<file path="src/shutdown_request_input_pkg.sv">
package shutdown_request_input_pkg;

    // register offsets (byte addresses, one aligned word each)
    localparam logic [7:0] CTRL_STATUS_OFFSET = 8'h00;
    localparam logic [7:0] EVT_STATUS_OFFSET = 8'h04;
    localparam logic [7:0] EVT_MASK_OFFSET = 8'h08;

    localparam int ADDR_W = 8;
    localparam int DATA_W = 16;
    localparam int NUM_PINS = 3;

    // field positions inside input_level_ctrl_status
    localparam int PIN3_FLAG_BIT = 15;
    localparam int PIN1_FLAG_BIT = 13;
    localparam int PIN0_FLAG_BIT = 12;
    localparam int IRQ_ENABLE_BIT = 8;
    localparam int PIN3_MODE_LSB = 6;
    localparam int PIN1_MODE_LSB = 2;
    localparam int PIN0_MODE_LSB = 0;

    // reset values
    localparam logic [1:0] MODE_RESET = 2'h0;
    localparam logic [DATA_W-1:0] REG_RESET = 16'h0000;

    // input mode encodings
    localparam logic [1:0] MODE_FALLING_EDGE = 2'h0;
    localparam logic [1:0] MODE_SAMPLE_DIV8 = 2'h1;
    localparam logic [1:0] MODE_SAMPLE_DIV16 = 2'h2;
    localparam logic [1:0] MODE_SAMPLE_DIV128 = 2'h3;

    // sampling timing
    localparam int PRESCALE_W = 7;
    localparam logic [PRESCALE_W-1:0] DIV8_MASK = 7'h07;
    localparam logic [PRESCALE_W-1:0] DIV16_MASK = 7'h0F;
    localparam logic [PRESCALE_W-1:0] DIV128_MASK = 7'h7F;
    localparam int LOW_CNT_W = 5;
    localparam logic [LOW_CNT_W-1:0] LOW_SAMPLES_NEEDED = 5'h10;

endpackage : shutdown_request_input_pkg

</file>
<file path="src/shutdown_request_input_ctrl.sv">
// Implementation choices: strobed register access and the address map.
`timescale 1ns/10ps
// Summary of operation
// [RULE1] The shared shutdown interrupt is raised while the enable bit is 1 and any request flag is set, never when 0; unmasked events raise it even when 0.
// [RULE2] Pin3 mode 00 accepts a request on a falling edge of the pin3 input.
// [RULE3] Pin3 mode 01 accepts a request when 16 samples at the clock divided by eight are all low.
// [RULE4] Pin3 mode 10 accepts a request after 16 consecutive low samples at the clock divided by sixteen.
// [RULE5] On a variant without the pin3 input, software writes 00 to the pin3 mode field.
// [RULE6] Pin1 mode 00 accepts a request on a falling edge of the pin1 input.
// [RULE7] Pin1 mode using the clock divided by sixteen accepts a request after 16 consecutive low samples.
// [RULE8] Bits 5 and 4 of the control/status register read as 0 and software writes only 0 there.
// [RULE9] The mode fields accept only one write after reset; later writes leave them unchanged.
// [RULE10] A request flag clears only by writing 0 after reading it as 1; writing 1 does nothing.
// [RULE11] Sampling modes divide the clock by 8, 16 or 128, encoding 11 selecting 128.
// [RULE12] A high sample restarts the low count and the flag sets when the count reaches sixteen.
module shutdown_request_input_ctrl
    import shutdown_request_input_pkg::*;
(
    input wire logic i_clk, // 40 MHz peripheral clock
    input wire logic i_rst, // asynchronous reset, active high
    input wire logic i_ce, // clock enable, freezes all state when low
    input wire logic i_shutdown_request_pin0_n, // pin0 request, active low
    input wire logic i_shutdown_request_pin1_n, // pin1 request, active low
    input wire logic i_shutdown_request_pin3_n, // pin3 request, active low
    input wire logic [ADDR_W-1:0] i_addr, // register byte address
    input wire logic [DATA_W-1:0] i_wdata, // write data
    input wire logic i_wr, // write strobe
    input wire logic i_rd, // read strobe
    output logic [DATA_W-1:0] o_rdata, // read data, valid the cycle after i_rd
    output logic o_irq // level interrupt
);

    ////////////////////////////////////////////////////////////////////////////
    // helpers

    function automatic logic [1:0] mode_field(input logic [DATA_W-1:0] word, input int idx);
        logic [1:0] f;
        f = 2'h0;
        unique case (idx)
            0: f = word[PIN0_MODE_LSB +: 2];
            1: f = word[PIN1_MODE_LSB +: 2];
            default: f = word[PIN3_MODE_LSB +: 2];
        endcase
        return f;
    endfunction : mode_field

    function automatic int flag_pos(input int idx);
        int p;
        p = PIN3_FLAG_BIT;
        if (idx == 0) begin
            p = PIN0_FLAG_BIT;
        end else if (idx == 1) begin
            p = PIN1_FLAG_BIT;
        end
        return p;
    endfunction : flag_pos

    function automatic logic sample_tick(input logic [1:0] mode, input logic [PRESCALE_W-1:0] pre);
        logic t;
        t = 1'b0;
        unique case (mode)
            MODE_SAMPLE_DIV8: t = ((pre & DIV8_MASK) == DIV8_MASK);
            MODE_SAMPLE_DIV16: t = ((pre & DIV16_MASK) == DIV16_MASK);
            MODE_SAMPLE_DIV128: t = (pre == DIV128_MASK); // [RULE11]
            MODE_FALLING_EDGE: t = 1'b0;
        endcase
        return t;
    endfunction : sample_tick

    ////////////////////////////////////////////////////////////////////////////
    // bus decode

    logic wr_ctrl;
    logic rd_ctrl;
    logic wr_evt;
    logic wr_mask;
    logic [NUM_PINS-1:0] pin_n;
    logic [NUM_PINS-1:0] flag_q;
    logic [NUM_PINS-1:0] armed_q;
    logic [NUM_PINS-1:0] detect;
    logic [NUM_PINS-1:0] evt_q;
    logic [NUM_PINS-1:0] mask_q;
    logic [1:0] mode_q [NUM_PINS];
    logic irq_enable_q;
    logic modes_locked_q;
    logic [PRESCALE_W-1:0] prescale_q;
    logic [DATA_W-1:0] ctrl_word;

    assign wr_ctrl = i_wr && (i_addr == CTRL_STATUS_OFFSET);
    assign rd_ctrl = i_rd && (i_addr == CTRL_STATUS_OFFSET);
    assign wr_evt = i_wr && (i_addr == EVT_STATUS_OFFSET);
    assign wr_mask = i_wr && (i_addr == EVT_MASK_OFFSET);
    assign pin_n = {i_shutdown_request_pin3_n, i_shutdown_request_pin1_n, i_shutdown_request_pin0_n};

    always_comb begin
        ctrl_word = REG_RESET; // reserved bits stay 0
        ctrl_word[IRQ_ENABLE_BIT] = irq_enable_q;
        for (int k = 0; k < NUM_PINS; k++) begin
            ctrl_word[flag_pos(k)] = flag_q[k];
        end
        ctrl_word[PIN0_MODE_LSB +: 2] = mode_q[0];
        ctrl_word[PIN1_MODE_LSB +: 2] = mode_q[1];
        ctrl_word[PIN3_MODE_LSB +: 2] = mode_q[2]; // [RULE8]
    end

    ////////////////////////////////////////////////////////////////////////////
    // registers

    always_ff @(posedge i_clk or posedge i_rst) begin
        if (i_rst) begin
            o_rdata <= REG_RESET;
        end else if (i_ce) begin
            if (i_rd) begin
                unique case (i_addr)
                    CTRL_STATUS_OFFSET: o_rdata <= ctrl_word; // [RULE8]
                    EVT_STATUS_OFFSET: o_rdata <= {{(DATA_W-NUM_PINS){1'b0}}, evt_q};
                    EVT_MASK_OFFSET: o_rdata <= {{(DATA_W-NUM_PINS){1'b0}}, mask_q};
                    default: o_rdata <= REG_RESET;
                endcase
            end else begin
                o_rdata <= REG_RESET;
            end
        end
    end

    always_ff @(posedge i_clk or posedge i_rst) begin
        if (i_rst) begin
            irq_enable_q <= 1'b0;
        end else if (i_ce && wr_ctrl) begin
            irq_enable_q <= i_wdata[IRQ_ENABLE_BIT];
        end
    end

    // mode fields take the first control write only
    always_ff @(posedge i_clk or posedge i_rst) begin
        if (i_rst) begin
            modes_locked_q <= 1'b0;
            for (int k = 0; k < NUM_PINS; k++) begin
                mode_q[k] <= MODE_RESET;
            end
        end else if (i_ce && wr_ctrl && !modes_locked_q) begin
            modes_locked_q <= 1'b1; // [RULE9]
            for (int k = 0; k < NUM_PINS; k++) begin
                mode_q[k] <= mode_field(i_wdata, k);
            end
        end
    end

    always_ff @(posedge i_clk or posedge i_rst) begin
        if (i_rst) begin
            mask_q <= '0;
        end else if (i_ce && wr_mask) begin
            mask_q <= i_wdata[NUM_PINS-1:0];
        end
    end

    always_ff @(posedge i_clk or posedge i_rst) begin
        if (i_rst) begin
            prescale_q <= '0;
        end else if (i_ce) begin
            prescale_q <= prescale_q + 7'h01;
        end
    end

    ////////////////////////////////////////////////////////////////////////////
    // per-pin detection and flags

    for (genvar g = 0; g < NUM_PINS; g++) begin : g_pin
        logic prev_q;
        logic tick;
        logic [LOW_CNT_W-1:0] low_cnt_q;
        logic clr;

        assign tick = sample_tick(mode_q[g], prescale_q);
        assign clr = wr_ctrl && !i_wdata[flag_pos(g)] && armed_q[g];

        always_ff @(posedge i_clk or posedge i_rst) begin
            if (i_rst) begin
                prev_q <= 1'b1;
            end else if (i_ce) begin
                prev_q <= pin_n[g];
            end
        end

        always_ff @(posedge i_clk or posedge i_rst) begin
            if (i_rst) begin
                low_cnt_q <= '0;
            end else if (i_ce && tick) begin
                if (pin_n[g]) begin
                    low_cnt_q <= '0; // [RULE12]
                end else if (low_cnt_q != LOW_SAMPLES_NEEDED) begin
                    low_cnt_q <= low_cnt_q + 5'h01; // [RULE3] [RULE4] [RULE7]
                end
            end
        end

        always_comb begin
            if (mode_q[g] == MODE_FALLING_EDGE) begin
                detect[g] = prev_q && !pin_n[g]; // [RULE2] [RULE6]
            end else begin
                detect[g] = tick && !pin_n[g] && (low_cnt_q == LOW_SAMPLES_NEEDED - 5'h01); // [RULE12]
            end
        end

        // a new detection wins over a clear in the same cycle
        always_ff @(posedge i_clk or posedge i_rst) begin
            if (i_rst) begin
                flag_q[g] <= 1'b0;
                armed_q[g] <= 1'b0;
            end else if (i_ce) begin
                if (detect[g]) begin
                    flag_q[g] <= 1'b1;
                    armed_q[g] <= 1'b0;
                end else if (clr) begin
                    flag_q[g] <= 1'b0; // [RULE10]
                    armed_q[g] <= 1'b0;
                end else if (rd_ctrl && flag_q[g]) begin
                    armed_q[g] <= 1'b1; // [RULE10]
                end
            end
        end

        always_ff @(posedge i_clk or posedge i_rst) begin
            if (i_rst) begin
                evt_q[g] <= 1'b0;
            end else if (i_ce) begin
                if (detect[g]) begin
                    evt_q[g] <= 1'b1;
                end else if (wr_evt && i_wdata[g]) begin
                    evt_q[g] <= 1'b0;
                end
            end
        end

        a_edge_detect: assert property (@(posedge i_clk) disable iff (i_rst) // [RULE2]
            i_ce && mode_q[g] == MODE_FALLING_EDGE && prev_q && !pin_n[g] |=> flag_q[g])
            else $error("falling edge did not set the flag");
        a_low_restart: assert property (@(posedge i_clk) disable iff (i_rst) // [RULE12]
            i_ce && tick && pin_n[g] |=> low_cnt_q == 5'h00)
            else $error("high sample did not restart the low count");
        a_sample_set: assert property (@(posedge i_clk) disable iff (i_rst) // [RULE3]
            i_ce && tick && !pin_n[g] && low_cnt_q == 5'h0F |=> flag_q[g] && low_cnt_q == 5'h10)
            else $error("sixteenth low sample did not set the flag");
        a_count_bound: assert property (@(posedge i_clk) disable iff (i_rst) // [RULE4]
            low_cnt_q <= 5'h10)
            else $error("low count ran past sixteen");
        a_flag_keep: assert property (@(posedge i_clk) disable iff (i_rst) // [RULE10]
            i_ce && wr_ctrl && i_wdata[flag_pos(g)] && flag_q[g] |=> flag_q[g])
            else $error("writing one changed the flag");
        a_clear_read: assert property (@(posedge i_clk) disable iff (i_rst) // [RULE10]
            $fell(flag_q[g]) |-> $past(armed_q[g]) && $past(wr_ctrl))
            else $error("flag cleared without a prior read of one");
        a_div128_tick: assert property (@(posedge i_clk) disable iff (i_rst) // [RULE11]
            mode_q[g] == MODE_SAMPLE_DIV128 && tick |-> prescale_q == 7'h7F)
            else $error("divide by 128 sampled at the wrong time");
        a_div8_tick: assert property (@(posedge i_clk) disable iff (i_rst) // [RULE3]
            mode_q[g] == MODE_SAMPLE_DIV8 && tick |-> prescale_q[2:0] == 3'h7)
            else $error("divide by 8 sampled at the wrong time");
        a_div16_tick: assert property (@(posedge i_clk) disable iff (i_rst) // [RULE4] [RULE7]
            mode_q[g] == MODE_SAMPLE_DIV16 && tick |-> prescale_q[3:0] == 4'hF)
            else $error("divide by 16 sampled at the wrong time");
        a_edge_only: assert property (@(posedge i_clk) disable iff (i_rst) // [RULE6]
            i_ce && mode_q[g] == MODE_FALLING_EDGE && !flag_q[g] && !(prev_q && !pin_n[g]) |=> !flag_q[g])
            else $error("flag set without a falling edge");
        a_sample_only: assert property (@(posedge i_clk) disable iff (i_rst) // [RULE12]
            i_ce && mode_q[g] != MODE_FALLING_EDGE && !flag_q[g] |=> !flag_q[g] || low_cnt_q == 5'h10)
            else $error("flag set before sixteen low samples");
        a_set_wins: assert property (@(posedge i_clk) disable iff (i_rst) // [RULE10]
            i_ce && detect[g] |=> flag_q[g] && !armed_q[g])
            else $error("clear beat a detection in the same cycle");
        a_arm_read: assert property (@(posedge i_clk) disable iff (i_rst) // [RULE10]
            i_ce && rd_ctrl && flag_q[g] && !detect[g] && !clr |=> armed_q[g])
            else $error("read of a set flag did not arm its clear");
    end

    ////////////////////////////////////////////////////////////////////////////
    // interrupt

    assign o_irq = (irq_enable_q && (|flag_q)) || (|(evt_q & mask_q)); // [RULE1]

    a_irq_disabled: assert property (@(posedge i_clk) disable iff (i_rst) // [RULE1]
        !irq_enable_q && !(|(evt_q & mask_q)) |-> !o_irq)
        else $error("interrupt raised while disabled");
    a_irq_flagged: assert property (@(posedge i_clk) disable iff (i_rst) // [RULE1]
        irq_enable_q && (|flag_q) |-> o_irq)
        else $error("interrupt missing with a flag set");
    a_mode_locked: assert property (@(posedge i_clk) disable iff (i_rst) // [RULE9]
        modes_locked_q && wr_ctrl |=> $stable(mode_q[0]) && $stable(mode_q[1]) && $stable(mode_q[2]))
        else $error("mode field changed after the first write");
    a_reserved_zero: assert property (@(posedge i_clk) disable iff (i_rst) // [RULE8]
        i_ce && rd_ctrl |=> o_rdata[5:4] == 2'h0 && o_rdata[14] == 1'b0 && o_rdata[11:9] == 3'h0)
        else $error("reserved bits read nonzero");
    a_enable_write: assert property (@(posedge i_clk) disable iff (i_rst) // [RULE1]
        i_ce && wr_ctrl |=> irq_enable_q == $past(i_wdata[IRQ_ENABLE_BIT]))
        else $error("enable bit did not take the written value");
    a_first_write: assert property (@(posedge i_clk) disable iff (i_rst) // [RULE9]
        i_ce && wr_ctrl && !modes_locked_q |=> modes_locked_q && mode_q[2] == $past(i_wdata[7:6]))
        else $error("first control write did not set the modes");
    a_irq_event: assert property (@(posedge i_clk) disable iff (i_rst) // [RULE1]
        (|(evt_q & mask_q)) |-> o_irq)
        else $error("interrupt missing with an unmasked event");
    a_prescale_hold: assert property (@(posedge i_clk) disable iff (i_rst) // [RULE11]
        !i_ce |=> $stable(prescale_q))
        else $error("prescaler moved while the clock enable was low");

endmodule : shutdown_request_input_ctrl

</file>
<file path="config.mk">
export PLATFORM = sky130hd
export DESIGN_NAME = shutdown_request_input_ctrl
export DESIGN_NICKNAME = d
export VERILOG_FILES = /design/src/shutdown_request_input_pkg.sv /design/src/shutdown_request_input_ctrl.sv
export SDC_FILE = /design/constraint.sdc
export NUM_CORES = 1
export LEC_CHECK = 0
export BUFFER_PORTS_ARGS = -buffer_cell sky130_fd_sc_hd__buf_2
export CAP_MARGIN = 20
export CORE_UTILIZATION = 45
export DETAILED_ROUTE_END_ITERATION = 16
export HOLD_SLACK_MARGIN = 0.08
export PLACE_DENSITY = 0.67
export SETUP_SLACK_MARGIN = 0.3
export SLEW_MARGIN = 15
export SYNTH_ARGS = -nofsm -noshare
export SYNTH_HDL_FRONTEND = slang
export SYNTH_SLANG_ARGS = --single-unit
</file>
<file path="constraint.sdc">
create_clock -name i_clk -period 6.4 [get_ports i_clk]
set_clock_uncertainty 0.15 [all_clocks]
set_input_delay 1.92 -clock i_clk [delete_from_list [all_inputs] [get_ports i_clk]]
set_output_delay 1.92 -clock i_clk [all_outputs]
set_load 0.02 [all_outputs]
</file>
-- Yosys cells after proc, flatten, opt, wreduce, memory -nomap -nowiden
Index checks and enable logic that the tools add are counted.
- output and inout bits: 17
- register bits after elaboration: 61
- word-level logic and storage cells: 153
- bits of input ports: 32
- equality and inequality tests: 20
- bitwise logic cells: 1
- reduce and logical (&&, ||, !) cells: 70
- mux-type cells: 35
- add/subtract/negate cells: 4
- operator list (operator ; number):
    one-hot mux 16 bit (3 select lines) ; 1
    logical AND 1 bit ; 32
    2-to-1 mux 5 bit ; 6
    2-to-1 mux 1 bit ; 24
    AND reduction 2 bit ; 12
    nonzero test 2 bit ; 9
    2-to-1 mux 16 bit ; 1
    adder 5 x 1 -> 5 bit (second input constant) ; 3
    equality test 5 x 4 -> 1 bit (second input constant) ; 3
    != test 5 bit (second input constant) ; 3
    equality test 2 bit (second input constant) ; 6
    one-hot mux 1 bit (4 select lines) ; 3
    nonzero test 3 bit ; 3
    equality test 8 x 3 -> 1 bit (second input constant) ; 1
    equality test 8 x 4 -> 1 bit (second input constant) ; 1
    logical NOT 8 bit ; 1
    adder 7 x 1 -> 7 bit (second input constant) ; 1
    equality test 7 bit (second input constant) ; 1
    logical NOT 1 bit ; 7
    equality test 2 x 1 -> 1 bit (second input constant) ; 3
    logical NOT 2 bit ; 3
    OR reduction 3 bit ; 2
    equality test 4 bit (second input constant) ; 1
    AND 3 bit ; 1
    2 further kinds ; 2

-- Longest topological paths before layout
Gate-level depths: netlist of run 1.
- word-level depth: 7
- gate-level depth with buffers: 7
- depth with buffers taken out: 7

-- Worst setup path before layout of run 1
OpenSTA, ideal clock, no wires.
- path type: input to register
- start point: input i_addr[2]
- end point: register mode_q (netlist bit ctrl_word[0])
- cell stages on the path: 5
- data required time: 6.122 ns
- slack: 3.046 ns
- path buffers: 1
- library setup time: 0.128 ns
- data arrival time: 3.076 ns
- path through: clkbuf_1 nor3b_1 nand3_2 nor2_4 mux2_1
- longest elaborated chain between the ends: 4
- RTL lines (item ; line ; text):
    start: declaration ; shutdown_request_input_ctrl.sv:25 ; input wire logic [ADDR_W-1:0] i_addr,
    logical NOT 8 bit ; shutdown_request_input_ctrl.sv:89 ; assign wr_ctrl = i_wr && (i_addr == CTRL_STATUS_OFFSET);
    logical AND 1 bit ; shutdown_request_input_ctrl.sv:89 ;
    logical AND 1 bit (2 in series) ; shutdown_request_input_ctrl.sv:141 ; end else if (i_ce && wr_ctrl && !modes_locked_q) begin
    end signal: indexed assignment ; shutdown_request_input_ctrl.sv:144 ; mode_q[k] <= mode_field(i_wdata, k);
    end: declaration ; shutdown_request_input_ctrl.sv:83 ; logic [1:0] mode_q [NUM_PINS];
Every way passes these cells.
A chain may end at the register's enable or synchronous reset.

-- Final worst setup path of run 1
- start point: register mask_q[0]
- end point: output o_irq
- longest elaborated chain between the ends: 3
- RTL lines (item ; line ; text):
    start: declaration ; shutdown_request_input_ctrl.sv:82 ; logic [NUM_PINS-1:0] mask_q;
    start signal: assignment ; shutdown_request_input_ctrl.sv:153 ; mask_q <= i_wdata[NUM_PINS-1:0];
    AND 3 bit ; shutdown_request_input_ctrl.sv:279 ; assign o_irq = (irq_enable_q && (|flag_q)) || (|(evt_q & mask_q));
    OR reduction 3 bit ; shutdown_request_input_ctrl.sv:279 ;
    logical OR 1 bit ; shutdown_request_input_ctrl.sv:279 ;
    end: declaration ; shutdown_request_input_ctrl.sv:30 ; output logic o_irq
Every way passes these cells.

==> flow_metrics.tcl, run 1 <==
set metrics [dict create \
    io_pins 49 \
    syn-cell-area_mm2 0.00295 \
    crit_path_start_kind "flop" \
    drt-wirelength-per-cell_um 14.6 \
    synth_edf_count 0 \
    synth-simple-area-share_pct 16.6 \
    design_area_mm2 0.00326 \
    gp_congestion 0.767 \
    cts_htree_levels 2 \
    synth_xor_area_share_pct 1.48 \
    fp.dieH_um 83.0 \
    clk_latency_ns 0.31 \
    cp.arrival_ns 1.39 \
    final_common_cell "dfrtp_1" \
    post-place-ws_ns 2.66 \
    post_cts_buffers 0 \
    diodes 0 \
    synthAdderAreaFrac_pct 4.66 \
    num_vias 2116 \
    die_w_um 83.0 \
    yosys.area.top_type_share_pct 44.1 \
    area_delta_synth_final_pct 10.5 \
    cp_max_fo 3 \
    grtUsageTotal_pct 17.4 \
    fmax_ghz 0.289 \
    yosys.area.top_type "dfrtp_1" \
    syn_area_per_cell_um2 11.1 \
    drc 0 \
    setup_violations 0 \
    setup_ws_ns 2.94 \
    routed_wirelength_mm 5.54 \
    initial_core_util_pct 46.5 \
    synth_ff_type "dfrtp_1" \
    cts.sinks 55 \
    gr-total-overflow 0 \
    drt-initial-drc-count 88 \
    maxSlewViolCount 0 \
    run_status "complete, no violations" \
    vdd_drop_max_mv 0.129 \
    netlist_instances 267 \
    multi_input_area_mm2 0.00144 \
    hold_viol 0 \
    critPathKind "reg -> out" \
    seqCellArea_mm2 0.00138 \
    p_leak_nw 1.57 \
    total_power_w 0.000739 \
    drtAntennaViolNets 0 \
    synth_top_family_by_area "simple AND/OR/NAND/NOR gates" \
    synthMuxAreaShare_pct 9.92 \
    fin_util_pct 51.4 \
    vias_per_cell 5.57 \
    die_area_mm2 0.00689 \
    cts.clk_slew.worst_paths_ns 0.09 \
    worst_slew_pin_slew_ns 0.697 \
    crit_required_ns 4.33 \
    period_share_pct 54.1 \
    synth_cell_types 56 \
    synth-compound-area-share_pct 15.4 \
    port_buffers 36 \
    hold_class "reg -> reg" \
    ys_seq_area_share_pct 46.7 \
    fin_tns_setup_ns 0 \
    grt_pass1_wl_mm 9.64 \
    final_cell_mix "dfrtp_1, buf_2, inv_1, nor2_1" \
    powerDensity_mw_per_mm2 227 \
    synth_seq_cells 55 \
    synthTopCellsByArea "dfrtp_1, mux2_1, ha_1" \
    layout_min_cycle_time_ns 3.46 \
    yosysWarningCount 0 \
    hold_buffers 0 \
    max-slew-margin-rel_pct 53.6 \
    grt_max_degree 56 \
    drive_above_1_share_pct 22.1 \
    async_flop_share_pct 100 \
    core_mm2 0.00635 \
    cts.repair.resized 0 \
    numCtsBuffers 5 \
    nFillCells 601 \
    nNetsFinal 345 \
    endpoint_kind "output port" \
    grt_pass1_vias 2033 \
    tritoncts "yes" \
    grt_setup_unrepaired "no" \
    antenna_found_initial 0 \
    dpl_cell_area_mm2 0.00318 \
    clockRootBuffer "clkbuf_8" \
    num_rows 29 \
    drt-pass1-iter-count 4 \
    drv_cap 0 \
    dp_hpwl_mm 4.05 \
    cts_buffer_depth 2 \
]
[Yosys cell counts, types with 3 or more instances]
cell type,instances
nand3_1,8
a2111oi_2,3
nand2_1,13
nand4_1,8
a311oi_1,4
mux2i_1,6
a211o_1,5
o2bb2ai_1,3
xor2_1,3
nor2b_1,6
clkbuf_1,6
buf_4,6
nor3_1,3
ha_1,11
dfstp_2,3
mux2_2,5
nor3b_1,7
dfrtp_1,52
mux2_1,13
a21o_1,7
nor2_1,16
inv_1,18
nand2b_1,4
a21oi_1,6
a22o_1,7
and3_1,5
[power by group]
group	total [W]	internal, W	switching [W]
logic	0.000124	0.0000574	0.0000661
registers	0.000429	0.000383	0.0000453
clock network	0.000187	0.0000767	0.000110
total	0.000739	0.000518	0.000222
[area by class of cell]
class / instances / share of cell area (%)
clock inverters: 2 / 0.383
flip-flops and latches: 55 / 42.3
well taps: 77 / 2.95
clock buffers: 6 / 2.22
repair buffers: 37 / 5.75
inverters: 19 / 2.19
multi-input cells: 184 / 44.2
[path summary, 6_finish.rpt]
kind	startpoint	to	slack (ns)	cells past startpoint
hold reg to reg	prescale_q[6]	prescale_q[6]	0.32	1
hold / removal	prescale_q[6]	prescale_q[6]	0.32	1
setup / recovery	mask_q[0]	o_irq	2.94	3
min in group asynchronous	i_rst	g_pin[2].low_cnt_q[2]	1.63	3
max in group asynchronous	i_rst	g_pin[1].low_cnt_q[1]	4.00	3
setup reg to reg	prescale_q[0]	g_pin[2].low_cnt_q[0]	4.19	6
[logic make-up (layout without fill, tap and decap cells)]
kind of cell / after synthesis / after routing
muxes: 26 / 26
xor gates and xnor gates: 5 / 5
DFF: 55 / 55
and+or+nand+nor: 83 / 83
buffers and inverters: 33 / 64
adders and majority gates: 11 / 11
AOI/OAI and AO/OA: 53 / 53
other: 1 / 6
[worst max-delay path, stage by stage (launching register included)]
cell and delay, ns:
dfrtp_1 0.41, a222oi_1 0.41, nand2_1 0.09, buf_2 0.17
[registers in the layout, indices dropped and copies added, names as in the netlist]
name,flops
prescale_q,7
ctrl_word,9
g_pin.low_cnt_q,15
mask_q,3
irq_enable_q,1
evt_q,3
armed_q,3
o_rdata,10
modes_locked_q,1
g_pin.prev_q,3
[metal layers]
layer,global-route usage [%],vias up,routed length [um]
met3,3.98,7,206
met4,6.58,0,87
met2,28.0,40,2590
met1,22.9,1031,2650
met5,0,-,0
li1,-,1038,-
[stage by stage]
stage          cells  hold WS [ns]
2_1_floorplan    272         0.291
3_3_place_gp     372         0.314
3_5_place_dp     372         0.317
4_1_cts          380         0.331
5_1_grt          380         0.343
6_report         380         0.325
(Power assumes the default switching activity.)
==> run 2, diff against run 1 <==
- ABC_AREA: not set -> 1
- clock period: 6.4 -> 3.4 ns (I/O delays scaled with it)
==> run 2 against run 1 <==
Compared with the run above: hold slack improved by 0.0039 ns; global-route usage rose by 1.7 points; synthesized area fell by 0.30%; final cell count rose by 27%; register-to-register slack got worse by 2.5 ns; critical path type unchanged; highest routed layer unchanged.
==> flow_metrics.tcl, run 2 <==
set metrics [dict create \
    async_flop_share_pct 100 \
    drive_above_1_share_pct 17.4 \
    synthTopCellsByArea "dfrtp_1, nand2_1, nand3_1" \
    cpPeakStageDelay_ns 0.41 \
    dpl_cell_area_mm2 0.00318 \
    cp.arrival_ns 1.28 \
    cts.repair.resized 0 \
    syn_area_per_cell_um2 8.04 \
    diodes 0 \
    cp_max_fo 3 \
    area_delta_synth_final_pct 11.3 \
    core_mm2 0.00635 \
    vdd_drop_max_mv 0.272 \
    clk_latency_ns 0.30 \
    final_common_cell "nand2_1" \
    hold_class "reg -> reg" \
    cpMaxStageDelayCell "dfrtp_1" \
    drt-pass1-iter-count 4 \
    run_status "complete, no violations" \
    clockRootBuffer "clkbuf_8" \
    syn-cell-area_mm2 0.00294 \
    drc 0 \
    grt_pass1_vias 2296 \
    largest_reg_flops 15 \
    num_vias 2403 \
    period_share_pct 72.1 \
    post_cts_buffers 0 \
    numCtsBuffers 5 \
    nNetsFinal 449 \
    hold_viol 0 \
    synth_ff_type "dfrtp_1" \
    grt_max_degree 24 \
    drt-initial-drc-count 123 \
    cts_buffer_depth 2 \
    fmax_ghz 0.408 \
    yosys.area.top_type_share_pct 44.2 \
    design_area_mm2 0.00328 \
    antenna_found_initial 0 \
    die_w_um 82.9 \
    grt_setup_unrepaired "no" \
    critPathKind "reg -> out" \
    synth_seq_cells 55 \
    grtUsageTotal_pct 19.1 \
    crit_required_ns 2.23 \
    grt_pass1_wl_mm 10.6 \
    hold_buffers 0 \
    synth_edf_count 0 \
    port_buffers 36 \
    dp_hpwl_mm 4.55 \
    crit_path_start_kind "flop" \
    gr-total-overflow 0 \
    num_rows 29 \
    drtAntennaViolNets 0 \
    gp_congestion 0.895 \
    setup_violations 0 \
    final_cell_mix "nand2_1, dfrtp_1, nand3_1, buf_2" \
    io_pins 49 \
    synth.most_common_cell "nand2_1" \
    maxSlewViolCount 0 \
    initial_core_util_pct 46.4 \
    tritoncts "yes" \
    regMostFlops "g_pin.low_cnt_q" \
    fin_tns_setup_ns 0 \
    vias_per_cell 4.96 \
    endpoint_kind "output port" \
    yosys.area.top_type "dfrtp_1" \
    cts.clk_slew.worst_paths_ns 0.10 \
    cts_htree_levels 2 \
    routed_wirelength_mm 5.97 \
    ys_seq_area_share_pct 46.9 \
    layout_min_cycle_time_ns 2.45 \
    drv_cap 0 \
    synth_common_cells "nand2_1, dfrtp_1, nand3_1" \
    powerDensity_mw_per_mm2 434 \
    p_leak_nw 1.71 \
    cts.sinks 55 \
    fp.dieH_um 82.9 \
    crit_chain "nor3_1 -> o2111ai_1 -> buf_2" \
    synth_cell_types 35 \
    drt-wirelength-per-cell_um 12.3 \
    netlist_instances 366 \
    yosysWarningCount 0 \
    die_area_mm2 0.00687 \
]
-- run 2: critical path: cells and delay by family (launching register included) --
| kind | cells | cell delay (ns) |
|---|---|---|
| DFF | 1 | 0.41 |
| and+or+nand+nor | 1 | 0.27 |
| buffers and inverters | 1 | 0.17 |
| AOI/OAI and AO/OA | 1 | 0.13 |
-- run 2: where the power goes --
group | switching, W | internal, W | total (W)
clock network | 0.000201 | 0.000186 | 0.000387
logic | 0.000145 | 0.0000923 | 0.000238
registers | 0.0000693 | 0.000728 | 0.000797
-- run 2: area by class of cell --
class | instances | area, um^2
multi-input combinational | 271 | 1370
inverter | 34 | 128
timing repair buffer | 39 | 203
tap | 77 | 96.3
fill | 625 | 3070
sequential | 55 | 1380
clock buffer | 8 | 100
-- run 2: through the flow --
| stage | power, W | hold WS, ns | util, % | cells | worst slack, ns |
|---|---|---|---|---|---|
| after floorplan | 0.000974 | 0.303 | - | 371 | 0.892 |
| after global placement | 0.00103 | 0.311 | 50.0 | 476 | 0.853 |
| after detailed placement | 0.00105 | 0.310 | 50.0 | 476 | 0.818 |
| after CTS | 0.00144 | 0.334 | 51.6 | 484 | 0.952 |
| after global routing | 0.00151 | 0.348 | 51.6 | 484 | 0.881 |
| final | 0.00142 | 0.329 | 51.6 | 484 | 0.950 |
-- run 2: worst paths after layout --
kind	from	endpoint	slack, ns	depth (start not counted)
max in group asynchronous	i_rst	o_rdata[1]	1.86	3
hold reg to reg	o_rdata[2]	o_rdata[2]	0.33	2
hold / removal	o_rdata[2]	o_rdata[2]	0.33	2
setup / recovery	ctrl_word[12]	o_irq	0.95	3
setup reg to reg	prescale_q[0]	ctrl_word[12]	1.65	8
min in group asynchronous	i_rst	g_pin[0].low_cnt_q[4]	0.57	2
-- run 2: routing by layer --
metal	track usage, %	up-vias	share of wire (%)	wire, um
met5	0	-	0	0
met1	26.0	1130	50	2970
met4	5.17	0	1.0	62
met2	31.5	28	47	2790
met3	3.18	5	2.5	150
li1	-	1240	-	-
-- run 2: kinds of logic (layout without fill, tap and decap cells) --
kind of cell,after synthesis,in the layout,share of synthesized area [%]
other,1,6,0.127
and+or+nand+nor,212,212,31.6
buffers and inverters,45,81,7.22
AOI/OAI and AO/OA,34,34,7.14
xor gates and xnor gates,8,8,2.38
DFF,55,55,46.9
adders and majority gates,11,11,4.67
